`src/verilog/fmac_pkg.sv`:
```
/*
  Constants and types shared by the fault monitor and converter control block.
  Assumes a single 25 MHz core clock and a 32-bit APB register port.
*/
package fmac_pkg;

  // Register byte offsets
  localparam logic [7:0] OFF_CTRL   = 8'h00;
  localparam logic [7:0] OFF_CMD    = 8'h04;
  localparam logic [7:0] OFF_FAULT  = 8'h08;
  localparam logic [7:0] OFF_STRAP  = 8'h0C;
  localparam logic [7:0] OFF_STATUS = 8'h10;
  localparam logic [7:0] OFF_MASK   = 8'h14;

  // Control register fields
  localparam int CTRL_PWR_BIT  = 7;   // Converter power
  localparam int CTRL_SRC_BIT  = 8;   // Converter source, 1 = die temperature
  localparam int CTRL_AUTO_BIT = 9;   // Automatic fault readback
  localparam logic [9:0] CTRL_RST = 10'h000;
  localparam logic SRC_TEMP = 1'b1;

  // Conversion command byte
  localparam logic [7:0] CMD_CONVERT = 8'h08;

  // Fault register fields
  localparam int FLT_HOT_BIT  = 16;
  localparam int FLT_OVH_BIT  = 17;
  localparam int FLT_LOW_BIT  = 18;
  localparam int FLT_CRIT_BIT = 19;
  localparam int FLT_SRC_BIT  = 20;

  // Strap register fields
  localparam int STR_LEVEL_LSB = 4;
  localparam int STR_UNSUP_BIT = 8;

  // Status and mask bits
  localparam int ST_HOT  = 0;
  localparam int ST_OVH  = 1;
  localparam int ST_LOW  = 2;
  localparam int ST_CRIT = 3;
  localparam int ST_CONV = 4;
  localparam int ST_W    = 5;
  localparam logic [4:0] MASK_RST = 5'h00;

  // Temperature limits, degrees C
  localparam int TEMP_HOT_C = 100;
  localparam int TEMP_OVH_C = 140;

  // Source switch settling window
  localparam int SETTLE_US  = 30;
  localparam int CLK_KHZ    = 25000;
  localparam int SETTLE_CYC = (SETTLE_US * CLK_KHZ) / 1000;
  localparam int SETTLE_W   = 10;

  // Loop current span codes
  localparam logic [1:0] SPAN_4_20   = 2'h0;
  localparam logic [1:0] SPAN_38_21  = 2'h1;
  localparam logic [1:0] SPAN_32_24  = 2'h2;

  // Regulator output levels in tenths of a volt
  localparam logic [7:0] LVL_1V8  = 8'h12;
  localparam logic [7:0] LVL_2V5  = 8'h19;
  localparam logic [7:0] LVL_3V0  = 8'h1E;
  localparam logic [7:0] LVL_3V3  = 8'h21;
  localparam logic [7:0] LVL_5V0  = 8'h32;
  localparam logic [7:0] LVL_9V0  = 8'h5A;
  localparam logic [7:0] LVL_12V0 = 8'h78;
  localparam logic [7:0] LVL_NONE = 8'h00;

  // Converter sequencer states
  typedef enum logic [1:0] {ADC_IDLE, ADC_START, ADC_WAIT} fmac_adc_state_t;

endpackage

```
`src/verilog/fmac_strap_if.sv`:
```
/*
  Carries the raw strap levels to the synchroniser and the filtered levels back.
  Assumes both ends run on the core clock.
*/
`timescale 1ns/100ps
interface fmac_strap_if #(
  parameter int W = 5
);
  logic [W-1:0] raw;
  logic [W-1:0] clean;

  modport user (output raw, input clean);
  modport sync (input raw, output clean);
endinterface

```
`src/verilog/fmac_top.sv`:
```
/*
  Fault monitor and on-chip converter control with APB register access.
  Assumes a converter on the core clock that pulses adc_done with a valid code,
  codes rising with temperature and with loop sense voltage, and static straps.
*/
// The placing of the registers and the APB interface to the registers are this design's own decisions.
`timescale 1ns/100ps

module fmac_top
  import fmac_pkg::*;
#(
  parameter int          ADC_W    = 12,
  parameter logic [11:0] HOT_CODE = 12'hA00,
  parameter logic [11:0] OVH_CODE = 12'hC00,
  parameter logic [11:0] LOW_SET  = 12'h3D6,
  parameter logic [11:0] LOW_CLR  = 12'h47B,
  parameter logic [11:0] CRIT_SET = 12'h1EB,
  parameter logic [11:0] CRIT_CLR = 12'h28F
) (
  // Clock and reset
  input  wire logic             core_clk,
  input  wire logic             rst,
  // APB slave
  input  wire logic [7:0]       paddr,
  input  wire logic             psel,
  input  wire logic             penable,
  input  wire logic             pwrite,
  input  wire logic [31:0]      pwdata,
  output logic      [31:0]      prdata,
  output logic                  pready,
  output logic                  pslverr,
  // On-chip converter
  input  wire logic             adc_done,
  input  wire logic [ADC_W-1:0] adc_result,
  output logic                  adc_power_on,
  output logic                  adc_source_temp,
  output logic                  adc_start,
  // Strap pins
  input  wire logic             span_sel_msb,
  input  wire logic             span_sel_lsb,
  input  wire logic             regulator_level_bit2,
  input  wire logic             regulator_level_bit1,
  input  wire logic             regulator_level_bit0,
  // Decoded straps
  output logic      [1:0]       span_code,
  output logic      [7:0]       regulator_decivolts,
  output logic                  regulator_level_unsupported,
  // Alerts
  output logic                  fault_alert,
  output logic                  irq
);

  fmac_strap_if #(.W(5)) straps ();

  fmac_adc_state_t  st_q, st_d;
  logic [9:0]       ctrl_q, ctrl_d;
  logic [ST_W-1:0]  stat_q, stat_d, mask_q, mask_d, ev;
  logic             req_q, req_d, src_lat_q, src_lat_d, irq_q, irq_d;
  logic             rdy_q, rdy_d, err_q, err_d;
  logic [31:0]      rdata_q, rdata_d;
  logic [ADC_W-1:0] res_q, res_d;
  logic             hot_q, hot_d, ovh_q, ovh_d, low_q, low_d, crit_q, crit_d;
  logic             alert_q, alert_d, flt_src_q, flt_src_d;
  logic [SETTLE_W-1:0] settle_q, settle_d;
  logic [1:0]       span_q, span_d;
  logic [7:0]       lvl_q, lvl_d;
  logic             unsup_q, unsup_d;
  logic             acc, wr, rd, hit, cmd_conv, blank, done_ok;

  assign straps.raw = {span_sel_msb, span_sel_lsb,
                       regulator_level_bit2, regulator_level_bit1, regulator_level_bit0};

  fmac_strap_sync u_sync (
    .core_clk (core_clk),
    .rst      (rst),
    .straps   (straps)
  );

  // Access phase; one wait state so every answer leaves a flip-flop
  assign acc      = psel & penable;
  assign wr       = acc & pready & pwrite;
  assign rd       = acc & ~rdy_q & ~pwrite;
  assign hit      = (paddr == OFF_CTRL) || (paddr == OFF_CMD) || (paddr == OFF_FAULT) ||
                    (paddr == OFF_STRAP) || (paddr == OFF_STATUS) || (paddr == OFF_MASK);
  assign cmd_conv = wr && (paddr == OFF_CMD) && (pwdata[7:0] == CMD_CONVERT);
  assign blank    = (settle_q != '0);
  assign done_ok  = (st_q == ADC_WAIT) && adc_done && !blank;

  // Bus registers, status and interrupt
  always_comb begin
    ctrl_d  = ctrl_q;
    mask_d  = mask_q;
    rdy_d   = acc & ~rdy_q;
    err_d   = acc & ~rdy_q & ~hit;
    rdata_d = rdata_q;
    ev      = '0;
    ev[ST_HOT]  = hot_d & ~hot_q;
    ev[ST_OVH]  = ovh_d & ~ovh_q;
    ev[ST_LOW]  = low_d & ~low_q;
    ev[ST_CRIT] = crit_d & ~crit_q;
    ev[ST_CONV] = done_ok;
    stat_d = stat_q;
    if (wr && paddr == OFF_CTRL) begin
      ctrl_d = pwdata[9:0];
    end else if (wr && paddr == OFF_MASK) begin
      mask_d = pwdata[ST_W-1:0];
    end else if (wr && paddr == OFF_STATUS) begin
      stat_d = stat_q & ~pwdata[ST_W-1:0];
    end
    // A new event wins over a clear in the same cycle
    stat_d = stat_d | ev;
    irq_d  = |(stat_d & mask_d);
    if (rd) begin
      rdata_d = '0;
      if (paddr == OFF_CTRL) begin
        rdata_d[9:0] = ctrl_q;
      end else if (paddr == OFF_FAULT) begin
        rdata_d[ADC_W-1:0]   = res_q;
        rdata_d[FLT_HOT_BIT]  = hot_q;
        rdata_d[FLT_OVH_BIT]  = ovh_q;
        rdata_d[FLT_LOW_BIT]  = low_q;
        rdata_d[FLT_CRIT_BIT] = crit_q;
        rdata_d[FLT_SRC_BIT]  = flt_src_q;
      end else if (paddr == OFF_STRAP) begin
        rdata_d[1:0]                         = span_q;
        rdata_d[STR_LEVEL_LSB+2:STR_LEVEL_LSB] = straps.clean[2:0];
        rdata_d[STR_UNSUP_BIT]               = unsup_q;
      end else if (paddr == OFF_STATUS) begin
        rdata_d[ST_W-1:0] = stat_q;
      end else if (paddr == OFF_MASK) begin
        rdata_d[ST_W-1:0] = mask_q;
      end
    end
  end

  always_ff @(posedge core_clk) begin
    if (rst) begin
      ctrl_q  <= CTRL_RST;
      mask_q  <= MASK_RST;
      stat_q  <= '0;
      irq_q   <= 1'b0;
      rdy_q   <= 1'b0;
      err_q   <= 1'b0;
      rdata_q <= '0;
    end else begin
      ctrl_q  <= ctrl_d;
      mask_q  <= mask_d;
      stat_q  <= stat_d;
      irq_q   <= irq_d;
      rdy_q   <= rdy_d;
      err_q   <= err_d;
      rdata_q <= rdata_d;
    end
  end

  // Conversion sequencer: one-shot on command, free running in auto readback while converter power is set
  always_comb begin
    st_d      = st_q;
    req_d     = req_q | cmd_conv;
    src_lat_d = src_lat_q;
    settle_d  = blank ? settle_q - 1'b1 : settle_q;
    // Loop to temperature switch opens the settling window
    if (ctrl_q[CTRL_SRC_BIT] != SRC_TEMP && ctrl_d[CTRL_SRC_BIT] == SRC_TEMP) begin
      settle_d = SETTLE_W'(SETTLE_CYC);
    end
    case (st_q)
      ADC_IDLE: begin
        if (req_q || (ctrl_q[CTRL_AUTO_BIT] && ctrl_q[CTRL_PWR_BIT])) begin
          st_d      = ADC_START;
          src_lat_d = ctrl_q[CTRL_SRC_BIT];
          req_d     = cmd_conv;
        end
      end
      ADC_START: begin
        st_d = ADC_WAIT;
      end
      ADC_WAIT: begin
        if (adc_done) begin
          st_d = ADC_IDLE;
        end
      end
      default: begin
        st_d = ADC_IDLE;
      end
    endcase
  end

  always_ff @(posedge core_clk) begin
    if (rst) begin
      st_q      <= ADC_IDLE;
      req_q     <= 1'b0;
      src_lat_q <= 1'b0;
      settle_q  <= '0;
    end else begin
      st_q      <= st_d;
      req_q     <= req_d;
      src_lat_q <= src_lat_d;
      settle_q  <= settle_d;
    end
  end

  // Flags and result; a blanked conversion is dropped whole
  always_comb begin
    res_d  = res_q;
    hot_d  = hot_q;
    ovh_d  = ovh_q;
    low_d  = low_q;
    crit_d = crit_q;
    flt_src_d = flt_src_q;
    if (done_ok) begin
      res_d = adc_result;
      // Source bit follows kept results only, so a dropped one leaves no trace
      flt_src_d = src_lat_q;
      if (src_lat_q == SRC_TEMP) begin
        hot_d = adc_result > HOT_CODE;
        ovh_d = adc_result > OVH_CODE;
      end else begin
        // Hysteresis keeps the flag steady between set and clear levels
        if (adc_result < LOW_SET) begin
          low_d = 1'b1;
        end else if (adc_result > LOW_CLR) begin
          low_d = 1'b0;
        end
        if (adc_result < CRIT_SET) begin
          crit_d = 1'b1;
        end else if (adc_result > CRIT_CLR) begin
          crit_d = 1'b0;
        end
      end
    end
    alert_d = ovh_d | crit_d;
  end

  always_ff @(posedge core_clk) begin
    if (rst) begin
      res_q   <= '0;
      hot_q   <= 1'b0;
      ovh_q   <= 1'b0;
      low_q   <= 1'b0;
      crit_q  <= 1'b0;
      alert_q <= 1'b0;
      flt_src_q <= 1'b0;
    end else begin
      res_q   <= res_d;
      hot_q   <= hot_d;
      ovh_q   <= ovh_d;
      low_q   <= low_d;
      crit_q  <= crit_d;
      alert_q <= alert_d;
      flt_src_q <= flt_src_d;
    end
  end

  // Strap decode
  always_comb begin
    unsup_d = 1'b0;
    case (straps.clean[4:3])
      2'h0:    span_d = SPAN_4_20;
      2'h2:    span_d = SPAN_32_24;
      default: span_d = SPAN_38_21;
    endcase
    case (straps.clean[2:0])
      3'h0:    lvl_d = LVL_1V8;
      3'h1:    lvl_d = LVL_2V5;
      3'h2:    lvl_d = LVL_3V0;
      3'h3:    lvl_d = LVL_3V3;
      3'h4:    lvl_d = LVL_5V0;
      3'h5:    lvl_d = LVL_9V0;
      3'h6:    lvl_d = LVL_12V0;
      default: begin
        lvl_d   = LVL_NONE;
        unsup_d = 1'b1;
      end
    endcase
  end

  always_ff @(posedge core_clk) begin
    if (rst) begin
      span_q  <= SPAN_4_20;
      lvl_q   <= LVL_NONE;
      unsup_q <= 1'b0;
    end else begin
      span_q  <= span_d;
      lvl_q   <= lvl_d;
      unsup_q <= unsup_d;
    end
  end

  // Converter controls; power also held while a commanded conversion runs
  logic pwr_q, srcpin_q, start_q;
  always_ff @(posedge core_clk) begin
    if (rst) begin
      pwr_q    <= 1'b0;
      srcpin_q <= 1'b0;
      start_q  <= 1'b0;
    end else begin
      pwr_q    <= ctrl_d[CTRL_PWR_BIT] | (st_d != ADC_IDLE) | req_d;
      srcpin_q <= (st_d == ADC_IDLE) ? ctrl_d[CTRL_SRC_BIT] : src_lat_d;
      start_q  <= (st_d == ADC_START);
    end
  end

  assign prdata                      = rdata_q;
  assign pready                      = rdy_q;
  assign pslverr                     = err_q;
  assign adc_power_on                = pwr_q;
  assign adc_source_temp             = srcpin_q;
  assign adc_start                   = start_q;
  assign span_code                   = span_q;
  assign regulator_decivolts         = lvl_q;
  assign regulator_level_unsupported = unsup_q;
  assign fault_alert                 = alert_q;
  assign irq                         = irq_q;

endmodule

```
`src/verilog/fmac_strap_sync.sv`:
```
/*
  Three-stage synchroniser and agreement filter for static strap pins.
  Assumes synchronous active-high reset on the core clock.
*/
`timescale 1ns/100ps
module fmac_strap_sync (
  // Clock and reset
  input wire logic core_clk,
  input wire logic rst,
  // Strap levels
  fmac_strap_if.sync straps
);
  localparam int W = $bits(straps.raw);

  logic [W-1:0] ff1_q, ff2_q, ff3_q, clean_q;
  logic [W-1:0] clean_d;

  // A change only counts once the second and third stage agree
  always_comb begin
    clean_d = clean_q;
    if (ff2_q == ff3_q) begin
      clean_d = ff3_q;
    end
  end

  // Stage one feeds only stage two
  always_ff @(posedge core_clk) begin
    if (rst) begin
      ff1_q   <= '0;
      ff2_q   <= '0;
      ff3_q   <= '0;
      clean_q <= '0;
    end else begin
      ff1_q   <= straps.raw;
      ff2_q   <= ff1_q;
      ff3_q   <= ff2_q;
      clean_q <= clean_d;
    end
  end

  assign straps.clean = clean_q;
endmodule

```
`config.mk`:
```
export PLATFORM = sky130hd
export DESIGN_NAME = fmac_top
export DESIGN_NICKNAME = d
export VERILOG_FILES = /design/src/verilog/fmac_pkg.sv /design/src/verilog/fmac_strap_if.sv /design/src/verilog/fmac_top.sv /design/src/verilog/fmac_strap_sync.sv
export SDC_FILE = /design/constraint.sdc
export NUM_CORES = 1
export LEC_CHECK = 0
export BUFFER_PORTS_ARGS = -buffer_cell sky130_fd_sc_hd__clkbuf_2
export CORE_MARGIN = 4
export CORE_UTILIZATION = 53
export DETAILED_ROUTE_END_ITERATION = 7
export PLACE_DENSITY = 0.8
export SYNTH_ARGS = -nofsm -noshare
export SYNTH_HDL_FRONTEND = slang
export SYNTH_HIERARCHICAL = 1
export SYNTH_SLANG_ARGS = --single-unit
```
`constraint.sdc`:
```
create_clock -name core_clk -period 3.24 [get_ports core_clk]
set_clock_uncertainty 0.05 [all_clocks]
set_input_delay 0 -clock core_clk [delete_from_list [all_inputs] [get_ports core_clk]]
set_output_delay 0 -clock core_clk [all_outputs]
set_load 0.01 [all_outputs]
```
**Word-level counts from Yosys, hierarchy flattened**

Index checks and enable logic that the tools add are counted.

- Flip-flop bits (word level): 106
- Latch bits: 0
- Memory bits (writable): 0
- ROM bits: 0
- Word-level logic and storage cells: 153
- Memories kept: 0

- Add/sub/neg operators: 1
- Multiply operators: 0
- Div/mod/pow operators: 0
- Magnitude comparators: 6
- Equal/unequal tests: 17
- Shift operators: 0
- Mux-type cells: 46
- Bitwise operators: 26
- Reductions and logical operators: 27

Operators by type and width:

| operator | count |
|---|---|
| 7-bit case mux with 7 select lines | 1 |
| 5-bit two-way mux | 9 |
| 10-bit two-way mux | 3 |
| 8-bit by 4-bit equality test with 1-bit output, second input constant | 3 |
| 12-bit > comparator, second input constant | 2 |
| 1-bit two-way mux | 22 |
| 8-bit by 5-bit equality test with 1-bit output, second input constant | 2 |
| 12-bit by 10-bit > comparator with 1-bit output, second input constant | 1 |
| 12-bit by 11-bit > comparator with 1-bit output, second input constant | 1 |
| 12-bit by 10-bit less-than comparator with 1-bit output, second input constant | 1 |
| 12-bit by 9-bit less-than comparator with 1-bit output, second input constant | 1 |
| 2-bit two-way mux | 6 |
| 1-bit AND | 10 |
| 5-bit AND | 2 |
| 10-bit nonzero test | 1 |
| 10-bit by 1-bit subtractor with 10-bit output, second input constant | 1 |
| 3-bit equality test, second input constant | 3 |
| 1-bit logical AND | 9 |
| 9-bit two-way mux | 1 |
| 8-bit by 3-bit equality test with 1-bit output, second input constant | 1 |
| 8-bit zero test | 1 |
| 1-bit inverter | 8 |
| 7-bit two-way mux | 1 |
| 7-bit OR reduction | 1 |
| 18 further kinds | 32 |

**Longest topological paths before layout**

- Depth in word-level cells: 10
- Depth in mapped cells: 10
- Depth with buffers taken out: 8

**Modules after synthesis**

The synthesis kept the hierarchy.

Modules (own cells, without submodules):

| module | instances | cells each | area each (um2) | seq. area each (um2) |
|---|---|---|---|---|
| fmac_top | 1 | 462 | 3833.7 | 1701.6 |
| fmac_strap_sync | 1 | 61 | 671.9 | 400.4 |

**Worst setup path before layout**

Ideal clock, no wire load.

- Path type: reg-to-reg
- Start point: reg settle_q[0]
- End point: reg low_q
- Arrival time: 2.249 ns
- Required time: 3.120 ns
- Slack: 0.871 ns
- Cell stages (with the launch flop): 11
- Period minus slack after synthesis: 2.369 ns
- Cells stage by stage: dfxtp_1 > inv_1 > ha_1 > or3b_2 > clkbuf_1 > or4_4 > buf_6 > a311oi_2 > o21bai_1 > a21o_1 > a21oi_1

- Longest elaborated chain between the ends: 4

Ends and longest elaborated chain:

| item | RTL line | source |
|---|---|---|
| start: declaration | fmac_top.sv:64 | `logic [SETTLE_W-1:0] settle_q, settle_d;` |
| start signal: assignment | fmac_top.sv:198 | `settle_q <= settle_d;` |
| 10-bit nonzero test | fmac_top.sv:86 | `assign blank = (settle_q != '0);` |
| 1-bit zero test | fmac_top.sv:87 | `assign done_ok = (st_q == ADC_WAIT) && adc_done && !blank;` |
| 1-bit logical AND | fmac_top.sv:87 |  |
| 1-bit two-way mux | fmac_top.sv:210 | `if (done_ok) begin` |
| end signal: assignment | fmac_top.sv:247 | `low_q <= low_d;` |
| end: declaration | fmac_top.sv:62 | `logic hot_q, hot_d, ovh_q, ovh_d, low_q, low_d, crit_q, crit_d;` |

No other way between the ends.
A chain may end at the register's enable or synchronous reset.

**Worst setup path after layout**

Same ends and word-level chain as after synthesis.

==> reports/metrics.cfg <==
[outcome]
status = complete, no violations

[finish]
area_growth_pct = 19.2
drive_above_1_share = 0.190
num_antenna_cells = 0
layout.nets = 674

[synth]
synth.most_common_cell = dfxtp_1
netlist_top_cells_area = dfxtp_1 47%, a21oi_1 6.3%, nand2_1 4.5%
postSynth.asyncResetShare = 0
yosys_warnings = 6
syn_inst = 523
synth-edff-count = 0
synth_top_flop_cell = dfxtp_1
ys_seq_area_frac = 0.467
syn_area_per_cell_um2 = 8.61
syn_area_mm2 = 0.00451
ys_ff_latch = 105
synth_top_area_share = 0.467
ys_types = 59
yosys.area.top_type = dfxtp_1
ys_top_cells_by_count = 105 x dfxtp_1, 57 x a21oi_1, 54 x nand2_1

[pwr]
ir_worst_vdd_uv = 331
power_leakage_nw = 2.15
p_per_area_mw_per_mm2 = 516

[worst_setup_path]
critPathRequiredTime_ns = 3.50
crit_type = register to register
arrival_ns = 2.87
worst_setup_path_end_kind = register
worstSetupStartpoint = settle_q[0]$_SDFFE_PP0P_
reg2reg_from = settle_q[0]$_SDFFE_PP0P_
cp_max_fo = 18
setup.worst_path.start_class = register

[clock_network]
worstSkewPairLatency_ns = 0.38
cts_hold_buffers = 26
clock_sinks = 105
cts_max_path_buffers = 2
path_clk_slew_ns = 0.11
numCtsBuffers = 9
htree_levels = 3
cts-root-buf = clkbuf_8
cts_setup_buffers = 0
tritoncts = built
post_cts_resized = 0

[sta]
relSlewSlack = 0.441
hold_viol_final = 0
setup_tns_ns = 0
fmax_mhz = 383
finalWorstSetupSlack_ns = 0.630
fin_crit_ns = 2.61
period_share = 0.806
rsz0062_at_grt = no
setup_violations = 0
slew_violations = 0
worst_pin_slew_ns = 0.839

[die]
die_area_mm2 = 0.0100
die_h_um = 100
core_area_mm2 = 0.00826
start_util = 0.546
die_w_um = 100
core.rowCount = 33
io_pins = 113

[global_route]
grt-ovfl-total = 0
antenna_found_initial = 0
grt_max_degree = 41
grt_pass1_vias = 3855
grt_pass1_wl_um = 18000
track_usage = 0.223

[detailed_routing]
drtIter0Drc = 243
post-route-drc-count = 0
post_drt_via_cell_ratio = 5.57
vias = 4012
detail_route.wl_per_cell_um = 15.4
wirelength_um = 11100
firstDrtPassIters = 6
drtAntennaViolNets = 0

[min_path]
hp-start = pwdata[3]
hold_path_class = input port to register

[place]
dp_hpwl_um = 7750
gp_congestion = 0.891
dp_slack_ns = 0.763
io_buffers = 74

[flow_run]
max_cap_violations = 0

[per-stage QoR]
stage | cell area, um2 | cells | hold WS [ns] | power, mW | util
2_1_floorplan | 4560 | 538 | 0.0216 | 1.75 | -
3_5_place_dp | 4870 | 678 | 0.164 | 1.82 | 0.590
6_report | 5370 | 720 | 0.0195 | 2.77 | 0.650
4_1_cts | 5370 | 720 | 0.00236 | 2.78 | 0.650
3_3_place_gp | 4870 | 678 | 0.156 | 1.80 | 0.590
5_1_grt | 5370 | 720 | 0.0371 | 2.90 | 0.650
[flip-flops by register name, summed over array words and instances (netlist names), 7 cells and up]
signal	count
ctrl_q	10
prdata	17
regulator_decivolts	7
res_q	12
settle_q	10
[critical path, stage by stage (launching register included)]
cell and delay (ns):
dfxtp_1 0.36, inv_1 0.07, ha_1 0.17, or3b_2 0.55
or4_4 0.59, a311oi_2 0.31, o21bai_1 0.11, a21o_1 0.18
a21oi_1 0.15
[per-layer routing]
metal  global-route usage  wire, um  vias up
li1                     -         -     1960
met1                0.264      4420     1847
met2                0.399      5620      175
met3               0.0486       844       30
met4               0.0736       234        0
met5                    0         0        -
[placed cells by master (no fill, tap or decap), types with 4 or more instances in the layout]
master	synthesis	layout
a21oi_1	57	57
a22oi_1	7	7
buf_4	16	7
clkbuf_2	0	74
clkbuf_8	0	9
conb_1	1	16
dfxtp_1	105	105
dlygate4sd3_1	0	26
inv_1	13	13
mux2i_1	18	18
nand2_1	54	54
nand3_1	20	20
nor2_1	51	51
nor2b_1	23	23
nor3_1	16	16
nor4_1	10	10
o21ai_0	18	18
o22ai_1	4	4
xnor2_1	9	9
[final timing paths]
| kind | endpoint | slack (ns) | cells past startpoint |
|---|---|---|---|
| worst min-delay path | mask_q[3]$_SDFF_PP0_ | 0.02 | 5 |
| worst max-delay path | low_q$_SDFF_PP0_ | 0.63 | 8 |
| worst max register to register | low_q$_SDFF_PP0_ | 0.63 | 8 |
| worst min register to register | u_sync/ff2_q[0]$_SDFF_PP0_ | 0.40 | 1 |
[where the power goes]
part | leakage (nW) | switching [mW] | internal, mW | total (mW)
Sequential | 0.851 | 0.0427 | 1.34 | 1.38
Clock | 0.123 | 0.494 | 0.460 | 0.954
Combinational | 1.18 | 0.244 | 0.191 | 0.435
[cell type report]
class / instances / area (um2)
flip-flops and latches: 105 / 2100
multi-input cells: 373 / 2160
clock buffers: 9 / 124
repair buffers: 107 / 683
well taps: 105 / 131
inverters: 14 / 52.6
clock inverters: 7 / 119
fillers: 677 / 2890
[logic make-up (layout without fill, tap and decap cells)]
kind of cell / Yosys count / after routing / share of synthesized area
compound gates: 113 / 113 / 0.153
xor+xnor: 10 / 10 / 0.0194
fa+ha+maj: 1 / 1 / 0.00278
buf+inv: 60 / 137 / 0.0666
flops: 105 / 105 / 0.467
mux: 21 / 21 / 0.0475
other cells: 1 / 16 / 0.000832
simple gates: 212 / 212 / 0.243
Note: power is estimated with default switching activity, not from simulation.
